File: src/include/ddr_input_capture_regs.vh
`ifndef DDR_INPUT_CAPTURE_REGS_VH
`define DDR_INPUT_CAPTURE_REGS_VH

// register byte offsets
`define OFS_CTRL 4'h0
`define OFS_STATUS 4'h4

// control field positions
`define CTRL_MODE_LO 0
`define CTRL_MODE_HI 1
`define CTRL_DELAY_EN 2
`define CTRL_DELAY_DYN 3
`define CTRL_DYN_SEL_LO 4
`define CTRL_DYN_SEL_HI 7
`define CTRL_CE 8
`define CTRL_LSR 9
`define CTRL_CLK_POL 10
`define CTRL_SDR_TRI 11
`define CTRL_DDR_TRI_RISE 12
`define CTRL_DDR_TRI_FALL 13
`define CTRL_PAD_OUT 14
`define CTRL_WIDTH 15

// control reset value: bypass mode, clock enable on, pad tristated
`define CTRL_RESET 15'h0900

// capture modes
`define MODE_BYPASS 2'h0
`define MODE_SDR 2'h1
`define MODE_DDR 2'h2
`define MODE_GEAR 2'h3

// delay and strobe timing counts in system clock cycles
`define FIXED_DELAY_TAPS 4'h4
`define DATA_DELAY_DEPTH 16
`define STROBE_DELAY_DEPTH 64
`define STROBE_IDLE_CYCLES 5'h10

// cell placement codes
`define EDGE_LEFT 2'h0
`define EDGE_RIGHT 2'h1
`define EDGE_BOTTOM 2'h2
`define EDGE_TOP 2'h3

`endif

File: src/design/sync_two_flop.v
`timescale 1ns/1ps
module sync_two_flop #(
  parameter WIDTH = 1,
  parameter [WIDTH-1:0] INIT = {WIDTH{1'b0}}
) (
  input wire clk,
  input wire reset_n,
  input wire [WIDTH-1:0] async_in,
  output reg [WIDTH-1:0] sync_out
);
  reg [WIDTH-1:0] meta_r;

  always @(posedge clk or negedge reset_n) begin
    if (!reset_n) begin
      meta_r <= INIT;
      sync_out <= INIT;
    end else begin
      meta_r <= async_in;
      sync_out <= meta_r;
    end
  end
endmodule // sync_two_flop

File: src/design/ddr_input_capture.v
// How it works
// [RL1] pad data may bypass delay and registers, reaching core as plain data or clock; here both outputs pass the pin synchroniser and one register
// [RL2] optional input delay is fixed or picked at run time by four-bit select
// [RL3] single-rate mode captures input with the system clock in one register
// [RL4] double-rate mode samples data on strobe rising and falling edges, two streams
// [RL5] both strobe streams are re-timed to the system clock before the core
// [RL6] gearbox mode splits one double-rate input into four parallel core streams
// [RL7] registered single-rate input is taken on the primary clock rising edge
// [RL8] global set/reset is active low, holding registers reset while low
// [RL9] polarity control selects primary clock polarity for double-rate capture
// [RL10] polarity logic derived from the strobe sets sync register clock polarity
// [RL11] strobe delay is trimmed by a six-bit calibration bus from a DLL
// [RL12] each DLL trims only strobe delays in its own half of the device
// [RL13] single-rate output enable follows one tristate control from the core
// [RL14] double-rate output enable comes from a register stage with two controls
// [RL15] input and output registers update only while clock enable is high
// [RL16] gearbox pipelined outputs exist only on left, right and bottom cells
// [RL17] first double-rate stream holds the rising sample, second the falling
//
// The register offsets and register access over Avalon-MM were decided locally.
`timescale 1ns/1ps
`include "ddr_input_capture_regs.vh"
module ddr_input_capture #(
  parameter [1:0] CELL_EDGE = 2'h0,
  parameter UPPER_HALF = 0
) (
  input wire CLK_SYS,
  input wire RESET_N,
  input wire [3:0] AVS_ADDRESS,
  input wire AVS_READ,
  input wire AVS_WRITE,
  input wire [31:0] AVS_WRITEDATA,
  output reg [31:0] AVS_READDATA,
  output reg AVS_WAITREQUEST,
  input wire PAD_DATA_IN,
  input wire STROBE_IN,
  input wire GLOBAL_SET_RESET_N,
  input wire [5:0] DLL_CAL_LOWER,
  input wire [5:0] DLL_CAL_UPPER,
  output reg PAD_DATA_OUT,
  output reg PAD_OE_N,
  output reg UNREGISTERED_IN,
  output reg PAD_CLOCK_OUT,
  output reg SDR_REGISTERED_IN,
  output reg RISE_STREAM,
  output reg FALL_STREAM,
  output reg GEAR_OUT_A0,
  output reg GEAR_OUT_A1,
  output reg GEAR_OUT_B0,
  output reg GEAR_OUT_B1,
  output reg GEAR_PIPE_RISE0,
  output reg GEAR_PIPE_FALL0
);

  ////////////////////////////////////////////////////////////////////////////
  // pin synchronisers

  wire [2:0] pins_s;
  wire pad_s;
  wire strobe_s;
  wire gsr_n_s;

  sync_two_flop #(
    .WIDTH(3),
    .INIT(3'h4)
  ) u_pin_sync (
    .clk(CLK_SYS),
    .reset_n(RESET_N),
    .async_in({GLOBAL_SET_RESET_N, STROBE_IN, PAD_DATA_IN}),
    .sync_out(pins_s)
  );

  assign pad_s = pins_s[0];
  assign strobe_s = pins_s[1];
  assign gsr_n_s = pins_s[2];

  ////////////////////////////////////////////////////////////////////////////
  // control register and bus slave

  reg [`CTRL_WIDTH-1:0] ctrl_r;
  wire [1:0] mode;
  wire delay_en;
  wire delay_dyn;
  wire [3:0] dyn_delay_sel;
  wire ce;
  wire local_set_reset;
  wire capture_clk_polarity;
  wire sdr_tristate_ctl;
  wire ddr_tristate_rise;
  wire ddr_tristate_fall;
  wire req;
  wire hit_ctrl;
  wire hit_status;
  wire read_take;
  wire write_done;
  reg [31:0] status;
  reg [5:0] cal_code;
  reg strobe_pol_r;

  assign mode = ctrl_r[`CTRL_MODE_HI:`CTRL_MODE_LO];
  assign delay_en = ctrl_r[`CTRL_DELAY_EN];
  assign delay_dyn = ctrl_r[`CTRL_DELAY_DYN];
  assign dyn_delay_sel = ctrl_r[`CTRL_DYN_SEL_HI:`CTRL_DYN_SEL_LO];
  assign ce = ctrl_r[`CTRL_CE];
  assign local_set_reset = ctrl_r[`CTRL_LSR];
  assign capture_clk_polarity = ctrl_r[`CTRL_CLK_POL];
  assign sdr_tristate_ctl = ctrl_r[`CTRL_SDR_TRI];
  assign ddr_tristate_rise = ctrl_r[`CTRL_DDR_TRI_RISE];
  assign ddr_tristate_fall = ctrl_r[`CTRL_DDR_TRI_FALL];

  assign req = AVS_READ | AVS_WRITE;
  assign hit_ctrl = (AVS_ADDRESS == `OFS_CTRL);
  assign hit_status = (AVS_ADDRESS == `OFS_STATUS);
  assign read_take = AVS_READ && AVS_WAITREQUEST;
  assign write_done = AVS_WRITE && !AVS_WAITREQUEST;

  always @* begin
    status = 32'h0;
    status[0] = SDR_REGISTERED_IN;
    status[1] = RISE_STREAM;
    status[2] = FALL_STREAM;
    status[3] = strobe_pol_r;
    status[9:4] = cal_code;
    status[10] = GEAR_OUT_A0;
    status[11] = GEAR_OUT_A1;
    status[12] = GEAR_OUT_B0;
    status[13] = GEAR_OUT_B1;
    status[14] = gsr_n_s;
  end

  // a write lands at the edge that completes it, waitrequest low
  always @(posedge CLK_SYS or negedge RESET_N) begin
    if (!RESET_N) begin
      ctrl_r <= `CTRL_RESET;
    end else if (write_done && hit_ctrl) begin
      ctrl_r <= AVS_WRITEDATA[`CTRL_WIDTH-1:0];
    end
  end

  // one wait cycle, then the answer stands for one cycle
  // read data moves only for a read, so it holds across writes
  always @(posedge CLK_SYS or negedge RESET_N) begin
    if (!RESET_N) begin
      AVS_WAITREQUEST <= 1'b1;
      AVS_READDATA <= 32'h0;
    end else if (req && AVS_WAITREQUEST) begin
      AVS_WAITREQUEST <= 1'b0;
      if (read_take && hit_ctrl) begin
        AVS_READDATA <= {{(32-`CTRL_WIDTH){1'b0}}, ctrl_r};
      end else if (read_take && hit_status) begin
        AVS_READDATA <= status;
      end else if (read_take) begin
        AVS_READDATA <= 32'h0;
      end
    end else begin
      AVS_WAITREQUEST <= 1'b1;
    end
  end

  ////////////////////////////////////////////////////////////////////////////
  // bypass path and input delay

  reg [`DATA_DELAY_DEPTH-1:0] data_line_r;
  reg data_d;

  always @(posedge CLK_SYS or negedge RESET_N) begin
    if (!RESET_N) begin
      UNREGISTERED_IN <= 1'b0;
      PAD_CLOCK_OUT <= 1'b0;
      data_line_r <= 16'h0;
    end else begin
      UNREGISTERED_IN <= pad_s; // RL1
      PAD_CLOCK_OUT <= pad_s; // RL1
      data_line_r <= {data_line_r[`DATA_DELAY_DEPTH-2:0], pad_s};
    end
  end

  always @* begin
    if (!delay_en) begin
      data_d = pad_s;
    end else if (delay_dyn) begin
      data_d = data_line_r[dyn_delay_sel]; // RL2
    end else begin
      data_d = data_line_r[`FIXED_DELAY_TAPS]; // RL2
    end
  end

  ////////////////////////////////////////////////////////////////////////////
  // strobe delay, calibration and polarity

  reg [`STROBE_DELAY_DEPTH-1:0] strobe_line_r;
  reg strobe_prev_r;
  reg [4:0] idle_cnt_r;
  wire strobe_d;
  wire strobe_rise;
  wire strobe_fall;
  wire strobe_edge;
  wire xfer_on_rise;

  always @* begin
    if (UPPER_HALF != 0) begin
      cal_code = DLL_CAL_UPPER; // RL12
    end else begin
      cal_code = DLL_CAL_LOWER; // RL12
    end
  end

  assign strobe_d = strobe_line_r[cal_code]; // RL11
  assign strobe_rise = strobe_d & ~strobe_prev_r;
  assign strobe_fall = ~strobe_d & strobe_prev_r;
  assign strobe_edge = strobe_rise | strobe_fall;
  assign xfer_on_rise = strobe_pol_r ^ capture_clk_polarity; // RL9

  always @(posedge CLK_SYS or negedge RESET_N) begin
    if (!RESET_N) begin
      strobe_line_r <= 64'h0;
      strobe_prev_r <= 1'b0;
      idle_cnt_r <= `STROBE_IDLE_CYCLES;
      strobe_pol_r <= 1'b0;
    end else begin
      strobe_line_r <= {strobe_line_r[`STROBE_DELAY_DEPTH-2:0], strobe_s};
      strobe_prev_r <= strobe_d;
      if (strobe_edge) begin
        idle_cnt_r <= 5'h0;
        if (idle_cnt_r == `STROBE_IDLE_CYCLES) begin
          strobe_pol_r <= strobe_fall; // RL10
        end
      end else if (idle_cnt_r != `STROBE_IDLE_CYCLES) begin
        idle_cnt_r <= idle_cnt_r + 5'h1;
      end
    end
  end

  ////////////////////////////////////////////////////////////////////////////
  // capture registers

  wire force_reset;
  wire gear_ok;
  wire ddr_mode;
  wire xfer;
  reg rise_q;
  reg fall_q;
  reg gear_phase_r;
  reg hold_rise_r;
  reg hold_fall_r;
  reg tri_phase_r;

  assign force_reset = ~gsr_n_s | local_set_reset; // RL8
  assign gear_ok = (CELL_EDGE != `EDGE_TOP); // RL16
  assign ddr_mode = (mode == `MODE_DDR) || (mode == `MODE_GEAR);
  assign xfer = xfer_on_rise ? strobe_rise : strobe_fall;

  always @(posedge CLK_SYS or negedge RESET_N) begin
    if (!RESET_N) begin
      SDR_REGISTERED_IN <= 1'b0;
      rise_q <= 1'b0;
      fall_q <= 1'b0;
      RISE_STREAM <= 1'b0;
      FALL_STREAM <= 1'b0;
      gear_phase_r <= 1'b0;
      hold_rise_r <= 1'b0;
      hold_fall_r <= 1'b0;
      GEAR_OUT_A0 <= 1'b0;
      GEAR_OUT_A1 <= 1'b0;
      GEAR_OUT_B0 <= 1'b0;
      GEAR_OUT_B1 <= 1'b0;
      GEAR_PIPE_RISE0 <= 1'b0;
      GEAR_PIPE_FALL0 <= 1'b0;
    end else if (force_reset) begin // RL8
      SDR_REGISTERED_IN <= 1'b0;
      rise_q <= 1'b0;
      fall_q <= 1'b0;
      RISE_STREAM <= 1'b0;
      FALL_STREAM <= 1'b0;
      gear_phase_r <= 1'b0;
      hold_rise_r <= 1'b0;
      hold_fall_r <= 1'b0;
      GEAR_OUT_A0 <= 1'b0;
      GEAR_OUT_A1 <= 1'b0;
      GEAR_OUT_B0 <= 1'b0;
      GEAR_OUT_B1 <= 1'b0;
      GEAR_PIPE_RISE0 <= 1'b0;
      GEAR_PIPE_FALL0 <= 1'b0;
    end else if (ce) begin // RL15
      // leaving gear mode drops a half-built pair
      if (mode != `MODE_GEAR) begin
        gear_phase_r <= 1'b0;
      end
      if (mode == `MODE_SDR) begin
        SDR_REGISTERED_IN <= data_d; // RL3 RL7
      end
      if (ddr_mode && strobe_rise) begin
        rise_q <= data_d; // RL4
      end
      if (ddr_mode && strobe_fall) begin
        fall_q <= data_d; // RL4
      end
      if (ddr_mode && xfer) begin
        // pair re-timed together; the just-captured edge comes straight from data_d
        RISE_STREAM <= strobe_rise ? data_d : rise_q; // RL5 RL17
        FALL_STREAM <= strobe_fall ? data_d : fall_q; // RL5 RL17
      end
      if ((mode == `MODE_GEAR) && xfer && gear_ok) begin
        gear_phase_r <= ~gear_phase_r;
        if (!gear_phase_r) begin
          hold_rise_r <= strobe_rise ? data_d : rise_q;
          hold_fall_r <= strobe_fall ? data_d : fall_q;
        end else begin
          GEAR_OUT_A0 <= hold_rise_r; // RL6
          GEAR_OUT_A1 <= hold_fall_r; // RL6
          GEAR_OUT_B0 <= strobe_rise ? data_d : rise_q; // RL6
          GEAR_OUT_B1 <= strobe_fall ? data_d : fall_q; // RL6
        end
      end
      if ((mode == `MODE_GEAR) && gear_ok) begin
        GEAR_PIPE_RISE0 <= RISE_STREAM; // RL16
        GEAR_PIPE_FALL0 <= FALL_STREAM; // RL16
      end
    end
  end

  ////////////////////////////////////////////////////////////////////////////
  // output and tristate register stage

  always @(posedge CLK_SYS or negedge RESET_N) begin
    if (!RESET_N) begin
      PAD_DATA_OUT <= 1'b0;
      PAD_OE_N <= 1'b1;
      tri_phase_r <= 1'b0;
    end else if (force_reset) begin
      PAD_DATA_OUT <= 1'b0;
      PAD_OE_N <= 1'b1;
      tri_phase_r <= 1'b0;
    end else if (ce) begin // RL15
      PAD_DATA_OUT <= ctrl_r[`CTRL_PAD_OUT];
      tri_phase_r <= ~tri_phase_r;
      if (ddr_mode) begin
        PAD_OE_N <= tri_phase_r ? ddr_tristate_fall : ddr_tristate_rise; // RL14
      end else begin
        PAD_OE_N <= sdr_tristate_ctl; // RL13
      end
    end
  end

endmodule // ddr_input_capture

File: config.mk
export PLATFORM = sky130hd
export DESIGN_NAME = ddr_input_capture
export DESIGN_NICKNAME = d
export VERILOG_FILES = /design/src/design/sync_two_flop.v /design/src/design/ddr_input_capture.v
export VERILOG_INCLUDE_DIRS = /design/src /design/src/include
export SDC_FILE = /design/constraint.sdc
export NUM_CORES = 1
export LEC_CHECK = 0
export BUFFER_PORTS_ARGS = -buffer_cell sky130_fd_sc_hd__buf_2
export CELL_PAD_IN_SITES_DETAIL_PLACEMENT = 1
export CELL_PAD_IN_SITES_GLOBAL_PLACEMENT = 2
export CORE_MARGIN = 8
export CORE_UTILIZATION = 34
export CTS_CLUSTER_SIZE = 30
export DETAILED_ROUTE_END_ITERATION = 10
export GPL_TIMING_DRIVEN = 0
export PLACE_DENSITY = 0.78
export SLEW_MARGIN = 20
export SYNTH_ARGS = -nofsm -noshare
export SYNTH_HDL_FRONTEND = slang
export SYNTH_HIERARCHICAL = 1
export SYNTH_SLANG_ARGS = --single-unit
export TNS_END_PERCENT = 10
File: constraint.sdc
create_clock -name CLK_SYS -period 3.1 [get_ports CLK_SYS]
set_clock_uncertainty 0.05 [all_clocks]
set_input_delay 0.31 -clock CLK_SYS [delete_from_list [all_inputs] [get_ports CLK_SYS]]
set_output_delay 0.31 -clock CLK_SYS [all_outputs]
set_load 0.05 [all_outputs]
Word-level counts from Yosys, hierarchy flattened
Cells that the tools add are included.
{"block": "totals", "ff_bits": 159, "in_bits": 55, "output_inout_bits": 46, "elab_cells": 156}
{"block": "classes", "n_addsub": 1, "order_cmp": 2, "n_eq_ne": 8, "mux": 72, "bitwise": 11, "reduce_logical": 34}
{"cell": "32-bit 2-to-1 mux", "count": 3}
{"cell": "1-bit 2-to-1 mux", "count": 65}
{"cell": "2-bit nonzero test", "count": 9}
{"cell": "2-bit AND reduction", "count": 8}
{"cell": "1-bit logical AND", "count": 10}
{"cell": "5-bit 2-to-1 mux", "count": 2}
{"cell": "6-bit by 7-bit less-than comparator with 1-bit output, second input constant", "count": 1}
{"cell": "1-bit binary-select mux with 6-bit select", "count": 1}
{"cell": "3-bit AND reduction", "count": 2}
{"cell": "3-bit nonzero test", "count": 2}
{"cell": "5-bit by 1-bit adder with 5-bit output, second input constant", "count": 1}
{"cell": "5-bit equality test, second input constant", "count": 1}
{"cell": "4-bit by 5-bit less-than comparator with 1-bit output, second input constant", "count": 1}
{"cell": "5-bit inequality test, second input constant", "count": 1}
{"cell": "1-bit NOT", "count": 5}
{"cell": "1-bit binary-select mux with 4-bit select", "count": 1}
{"cell": "2-bit equality test, second input constant", "count": 2}
{"cell": "4-bit by 3-bit equality test with 1-bit output, second input constant", "count": 1}
{"cell": "4-bit logical NOT", "count": 1}
{"cell": "2-bit inequality test, second input constant", "count": 2}
{"cell": "1-bit OR", "count": 3}
{"cell": "1-bit bitwise AND", "count": 2}
{"cell": "2-bit by 1-bit equality test with 1-bit output, second input constant", "count": 1}
{"cell": "1-bit logical NOT", "count": 1}
{"cell": "other kinds (2)", "count": 2}

Longest topological paths before layout
{"block": "logic_depth", "word_depth": 9, "depth_mapped": 13, "mapped_depth_nobuf": 11}

By module
Netlist, hierarchy kept.
{"mod": "ddr_input_capture", "n_inst": 1, "cells_each": 377, "area_each_um2": 5365.1, "seq_area_each_um2": 3384.5}
{"mod": "sync_two_flop", "n_inst": 1, "cells_each": 6, "area_each_um2": 152.6, "seq_area_each_um2": 152.6}

Worst setup path before layout
OpenSTA, ideal clock, no wires.
{"block": "synth_path", "kind": "in2reg", "start": "input DLL_CAL_LOWER[0]", "end": "register hold_fall_r", "setup_ns": 0.122, "arrival_ns": 2.948, "required_ns": 2.928, "setup_slack_ns": -0.020, "path_stages": 11, "path_cell_list": "buf_6 -> buf_8 -> mux4_2 -> mux2i_1 -> mux4_2 -> mux2_2 -> ha_1 -> and3_1 -> mux2_2 -> and3b_1 -> a2111oi_1"}
{"block": "synth_via", "elab_chain_cells": 9, "elab_cells_between_ends": 14, "classes_between": "mux (8); bitwise (3); reduce/logical (3)"}
{"element": "from (decl)", "line_no": "ddr_input_capture.v:38", "rtl": "input wire [5:0] DLL_CAL_LOWER,"}
{"element": "1-bit binary-select mux with 6-bit select *", "line_no": "ddr_input_capture.v:208", "rtl": "assign strobe_d = strobe_line_r[cal_code];"}
{"element": "1-bit 2-to-1 mux (not written as such) *", "line_no": "ddr_input_capture.v:208"}
{"element": "1-bit NOT *", "line_no": "ddr_input_capture.v:210", "rtl": "assign strobe_fall = ~strobe_d & strobe_prev_r;"}
{"element": "1-bit bitwise AND *", "line_no": "ddr_input_capture.v:210"}
{"element": "named net strobe_fall", "line_no": "ddr_input_capture.v:196", "rtl": "wire strobe_fall;"}
{"element": "1-bit 2-to-1 mux", "line_no": "ddr_input_capture.v:307", "rtl": "hold_fall_r <= strobe_fall ? data_d : fall_q;"}
{"element": "1-bit 2-to-1 mux", "line_no": "ddr_input_capture.v:305", "rtl": "if (!gear_phase_r) begin"}
{"element": "1-bit 2-to-1 mux", "line_no": "ddr_input_capture.v:303", "rtl": "if ((mode == `MODE_GEAR) && xfer && gear_ok) begin"}
{"element": "1-bit 2-to-1 mux", "line_no": "ddr_input_capture.v:284", "rtl": "end else if (ce) begin"}
{"element": "1-bit 2-to-1 mux", "line_no": "ddr_input_capture.v:269", "rtl": "end else if (force_reset) begin"}
{"element": "to (signal assigned)", "line_no": "ddr_input_capture.v:307"}
{"element": "to (decl)", "line_no": "ddr_input_capture.v:245", "rtl": "reg hold_fall_r;"}
The timed path passes the listed nets; every way through them passes the cells marked *. The select of a mux whose other input is x is not followed.
A chain may end at the register's enable or synchronous reset.

Worst setup path after layout
{"block": "layout_path", "start": "register strobe_line_r[34]", "end": "register hold_rise_r"}
{"block": "layout_via", "elab_chain_cells": 8, "elab_cells_between_ends": 14, "classes_between": "mux (8); bitwise (3); reduce/logical (3)"}
{"element": "from (decl)", "line_no": "ddr_input_capture.v:191", "rtl": "reg [`STROBE_DELAY_DEPTH-1:0] strobe_line_r;"}
{"element": "from (signal assigned)", "line_no": "ddr_input_capture.v:221", "rtl": "strobe_line_r <= {strobe_line_r[`STROBE_DELAY_DEPTH-2:0], strobe_s};"}
{"element": "1-bit binary-select mux with 6-bit select *", "line_no": "ddr_input_capture.v:208"}
{"element": "1-bit 2-to-1 mux (not written as such) *", "line_no": "ddr_input_capture.v:208"}
{"element": "named net strobe_d", "line_no": "ddr_input_capture.v:194", "rtl": "wire strobe_d;"}
{"element": "1-bit bitwise AND / 1-bit NOT (equally long branches)", "line_no": "ddr_input_capture.v:209, ddr_input_capture.v:210"}
{"element": "1-bit 2-to-1 mux / 1-bit bitwise AND (equally long branches)", "line_no": "ddr_input_capture.v:306, ddr_input_capture.v:210"}
{"element": "1-bit 2-to-1 mux, on equally long branches", "line_no": "ddr_input_capture.v:305, ddr_input_capture.v:251"}
{"element": "1-bit 2-to-1 mux / 1-bit logical AND (equally long branches)", "line_no": "ddr_input_capture.v:303"}
{"element": "1-bit 2-to-1 mux / 2-bit nonzero test (equally long branches)"}
{"element": "1-bit 2-to-1 mux / 3-bit AND reduction (equally long branches)"}
{"element": "to (signal assigned)", "line_no": "ddr_input_capture.v:306", "rtl": "hold_rise_r <= strobe_rise ? data_d : rise_q;"}
{"element": "to (decl)", "line_no": "ddr_input_capture.v:244", "rtl": "reg hold_rise_r;"}
Marked as above.

==> summary.txt <==
Status - complete, no violations
Largest net degree at the start of global routing - 101
GPL Wtd Cong - 0.726
Adder-cell share of the synthesized area - 0.907%
Die W - 143 um
Root Driver - clkbuf_16
Min Hold Slack - 0.0237 ns
Measured slew at the worst slew-check pin - 0.908 ns
VDD IR max - 0.394 mV
Library cells used by synthesis - 46
Setup TNS - 0 ns
Worst hold path type - in2reg
Share of the synthesized area in the top cell type - 60.8%
Maximum clock rate - 0.326 GHz
DRT Pass-1 Iters - 5
Initial Util - 34.7%
Synth Cell Area - 5520 um2
Crit path capture - hold_rise_r$_DFFE_PN0P_
Setup violators final - 0
Share of layout cells above drive strength 1 - 34.1%
Core Area - 15900 um2
Setup WS pre-CTS - -0.490 ns
Number of synthesized flops with an enable pin - 0
Gr ovfl total - 0
Ys async rst share - 100%
Row count - 46
Reg area - 3540 um2
Post-synthesis compound-gate area fraction - 7.03%
Most common cell after layout, fill and taps aside - dfrtp_1
Fill cells - 1681
Reg2Reg Setup Slack - 0.03 ns
Final wirelength - 13600 um
Cell accounting for the most synthesized area - dfrtp_1
Number of DRC markers in iteration 0 - 111
Final WS setup - 0.0321 ns
Most frequent cells in the layout - 134 x dfrtp_1, 55 x buf_2, 36 x nor2_1
Latest clock arrival within the worst-skew pair - 0.41 ns
Main combinational cell family by area after synthesis - multiplexers
Worst Reg-to-Reg Cells - 10
Area Overhead vs Synth - 24.7%
Vias in the first global route - 3930
Worst endpoint required time - 3.36 ns
CTS H-tree lvls - 4
Fin util - 43.3%
CP startpoint - strobe_line_r[34]$_DFF_PN0_
I/O pin cnt - 101
Clock sink total - 141
CP Max Fanout - 4
FF-to-FF End - hold_rise_r$_DFFE_PN0P_
Die extent in y - 143 um
Slew Limit Fails - 0
Routed len/inst - 19.1 um
Xor-xnor portion of the synthesized cell area - 0.794%
Ys flop type - dfrtp_1
Multi-input logic area - 1920 um2
Worst slew margin - 39.0%
CTS Buffer Depth - 2
Crit path arrival time - 3.33 ns
Remaining DRCs - 0
IO Port Bufs - 55
Gate Count Post-Synth - 383
Crit path kind - reg2reg
Simple-gate share of the synthesized area - 7.55%
First-pass GRT wire length - 22100 um
Static Leakage - 3.07 nW
Power consumption - 4.72 mW
Number of synthesis warnings - 6
Final #Nets - 541
Sequential share of the synthesized area - 64.1%
Avg Inst Size Synth - 14.4 um2
Finished Cell Area - 6880 um2
Seq cells post-synth - 141
Via count - 3421
DP Cell Count - 671
Max_cap viols - 0
Cts bufs inserted - 17
Fin. Hold Viols - 0
Critical path startpoint category - flip-flop
Hpwl dp - 9410 um
Synth area leaders - dfrtp_1 61%, mux4_2 7.8%, mux2_2 3.9%
Non-Filler Instances - 711
Placed standard-cell area - 6170 um2
Start of the worst register-to-register path - strobe_line_r[34]$_DFF_PN0_
Unrepaired setup endpoints after global routing - true
Tmin final - 3.07 ns
Post-route ant nets - 0
Vias/cell - 4.81
CTS tree - done
Die Area - 20600 um2
Mux contribution to synthesized area - 14.9%
CP Capture Type - flip-flop
Clock slew at the register clock pins of the worst setup and hold paths - 0.06 ns
Part of the cycle the worst path needs - 99.0%
PD cells - 686 nW/um2
Ant. Diodes - 0
Initial antenna violation count - 0
Total track usage - 14.2%
area by class of cell:
cell class,instances,share of cell area [%]
clock inverter,2,0.145
inverter,6,0.327
sequential,141,51.4
clock buffer,30,7.33
tap,216,3.93
buffer,36,3.40
timing repair buffer,64,5.56
multi-input combinational,216,27.9
cell usage after synthesis, types with 3 or more instances:
cell,number
a2111oi_1,4
a211oi_1,5
a21oi_1,16
a22oi_1,16
and2_1,3
and3_1,4
buf_1,3
buf_4,19
clkbuf_1,10
dfrtp_1,134
dfstp_2,7
ha_1,4
inv_1,6
mux2_2,19
mux2i_1,18
mux4_2,19
nand2_1,10
nand3_1,3
nor2_1,36
nor2b_1,5
nor3_1,4
nor4bb_1,3
o21ai_0,4
xnor2_1,4
flip-flops by register name (all words and copies together) (netlist names), 3 cells and up:
register	count
strobe_line_r	64
data_line_r	16
AVS_READDATA	15
ctrl_r	15
idle_cnt_r	5
u_pin_sync/meta_r	3
u_pin_sync/sync_out	3
logic make-up after synthesis:
group	after synthesis
AO/OA/AOI/OAI	54
XOR/XNOR	5
adder cells (fa/ha/maj)	4
buffers and inverters	42
flip-flops	141
multiplexers	56
other	1
AND/OR/NAND/NOR	80
how the worst min path moves through the flow:
stage,start,slack (ns),to,depth (start not counted)
after global routing,AVS_READ,0.04,AVS_WAITREQUEST$_DFF_PN1_,2
after floorplan,RESET_N,-0.04,AVS_READDATA[0]$_DFFE_PN0P_,0
final,AVS_READ,0.02,AVS_WAITREQUEST$_DFF_PN1_,2
after global placement,u_pin_sync/sync_out[1]$_DFF_PN0_,0.28,strobe_line_r[0]$_DFF_PN0_,0
after CTS,AVS_READ,0.008,AVS_WAITREQUEST$_DFF_PN1_,2
after detailed placement,RESET_N,0.17,u_pin_sync/meta_r[1]$_DFF_PN0_,1
metal layers:
| layer | up-vias | GRT usage [%] | routed length [um] |
|---|---|---|---|
| li1 | 1535 | - | - |
| met1 | 1802 | 17.2 | 6010 |
| met2 | 65 | 23.6 | 6760 |
| met3 | 19 | 4.01 | 580 |
| met4 | 0 | 5.09 | 218 |
| met5 | - | 0 | 0 |
where the power goes:
group	switching [mW]	total [mW]	leakage [nW]	internal, mW
Sequential	0.133	2.14	1.74	2.00
Clock	0.705	1.79	0.251	1.09
Combinational	0.510	0.797	1.08	0.287
Total	1.35	4.72	3.07	3.37
critical path, cell delays in order (launching register included):
cell and delay, ns:
dfrtp_1 0.40, mux4_2 0.45, nor2b_1 0.14, a211o_1 0.29, a22oi_2 0.23, mux2i_2 0.15, ha_4 0.20, and3_4 0.15
mux2_4 0.29, and3b_2 0.26, a2111oi_4 0.35
timing repair:
action,CTS,global route
hold buffers,4,0
gates resized for setup,13,8
buffers inserted,2,2
setup endpoints to repair,6,5
pin swaps,3,2
cloned,0,0
hold endpoints to repair,41,0
(Power assumes the default switching activity.)
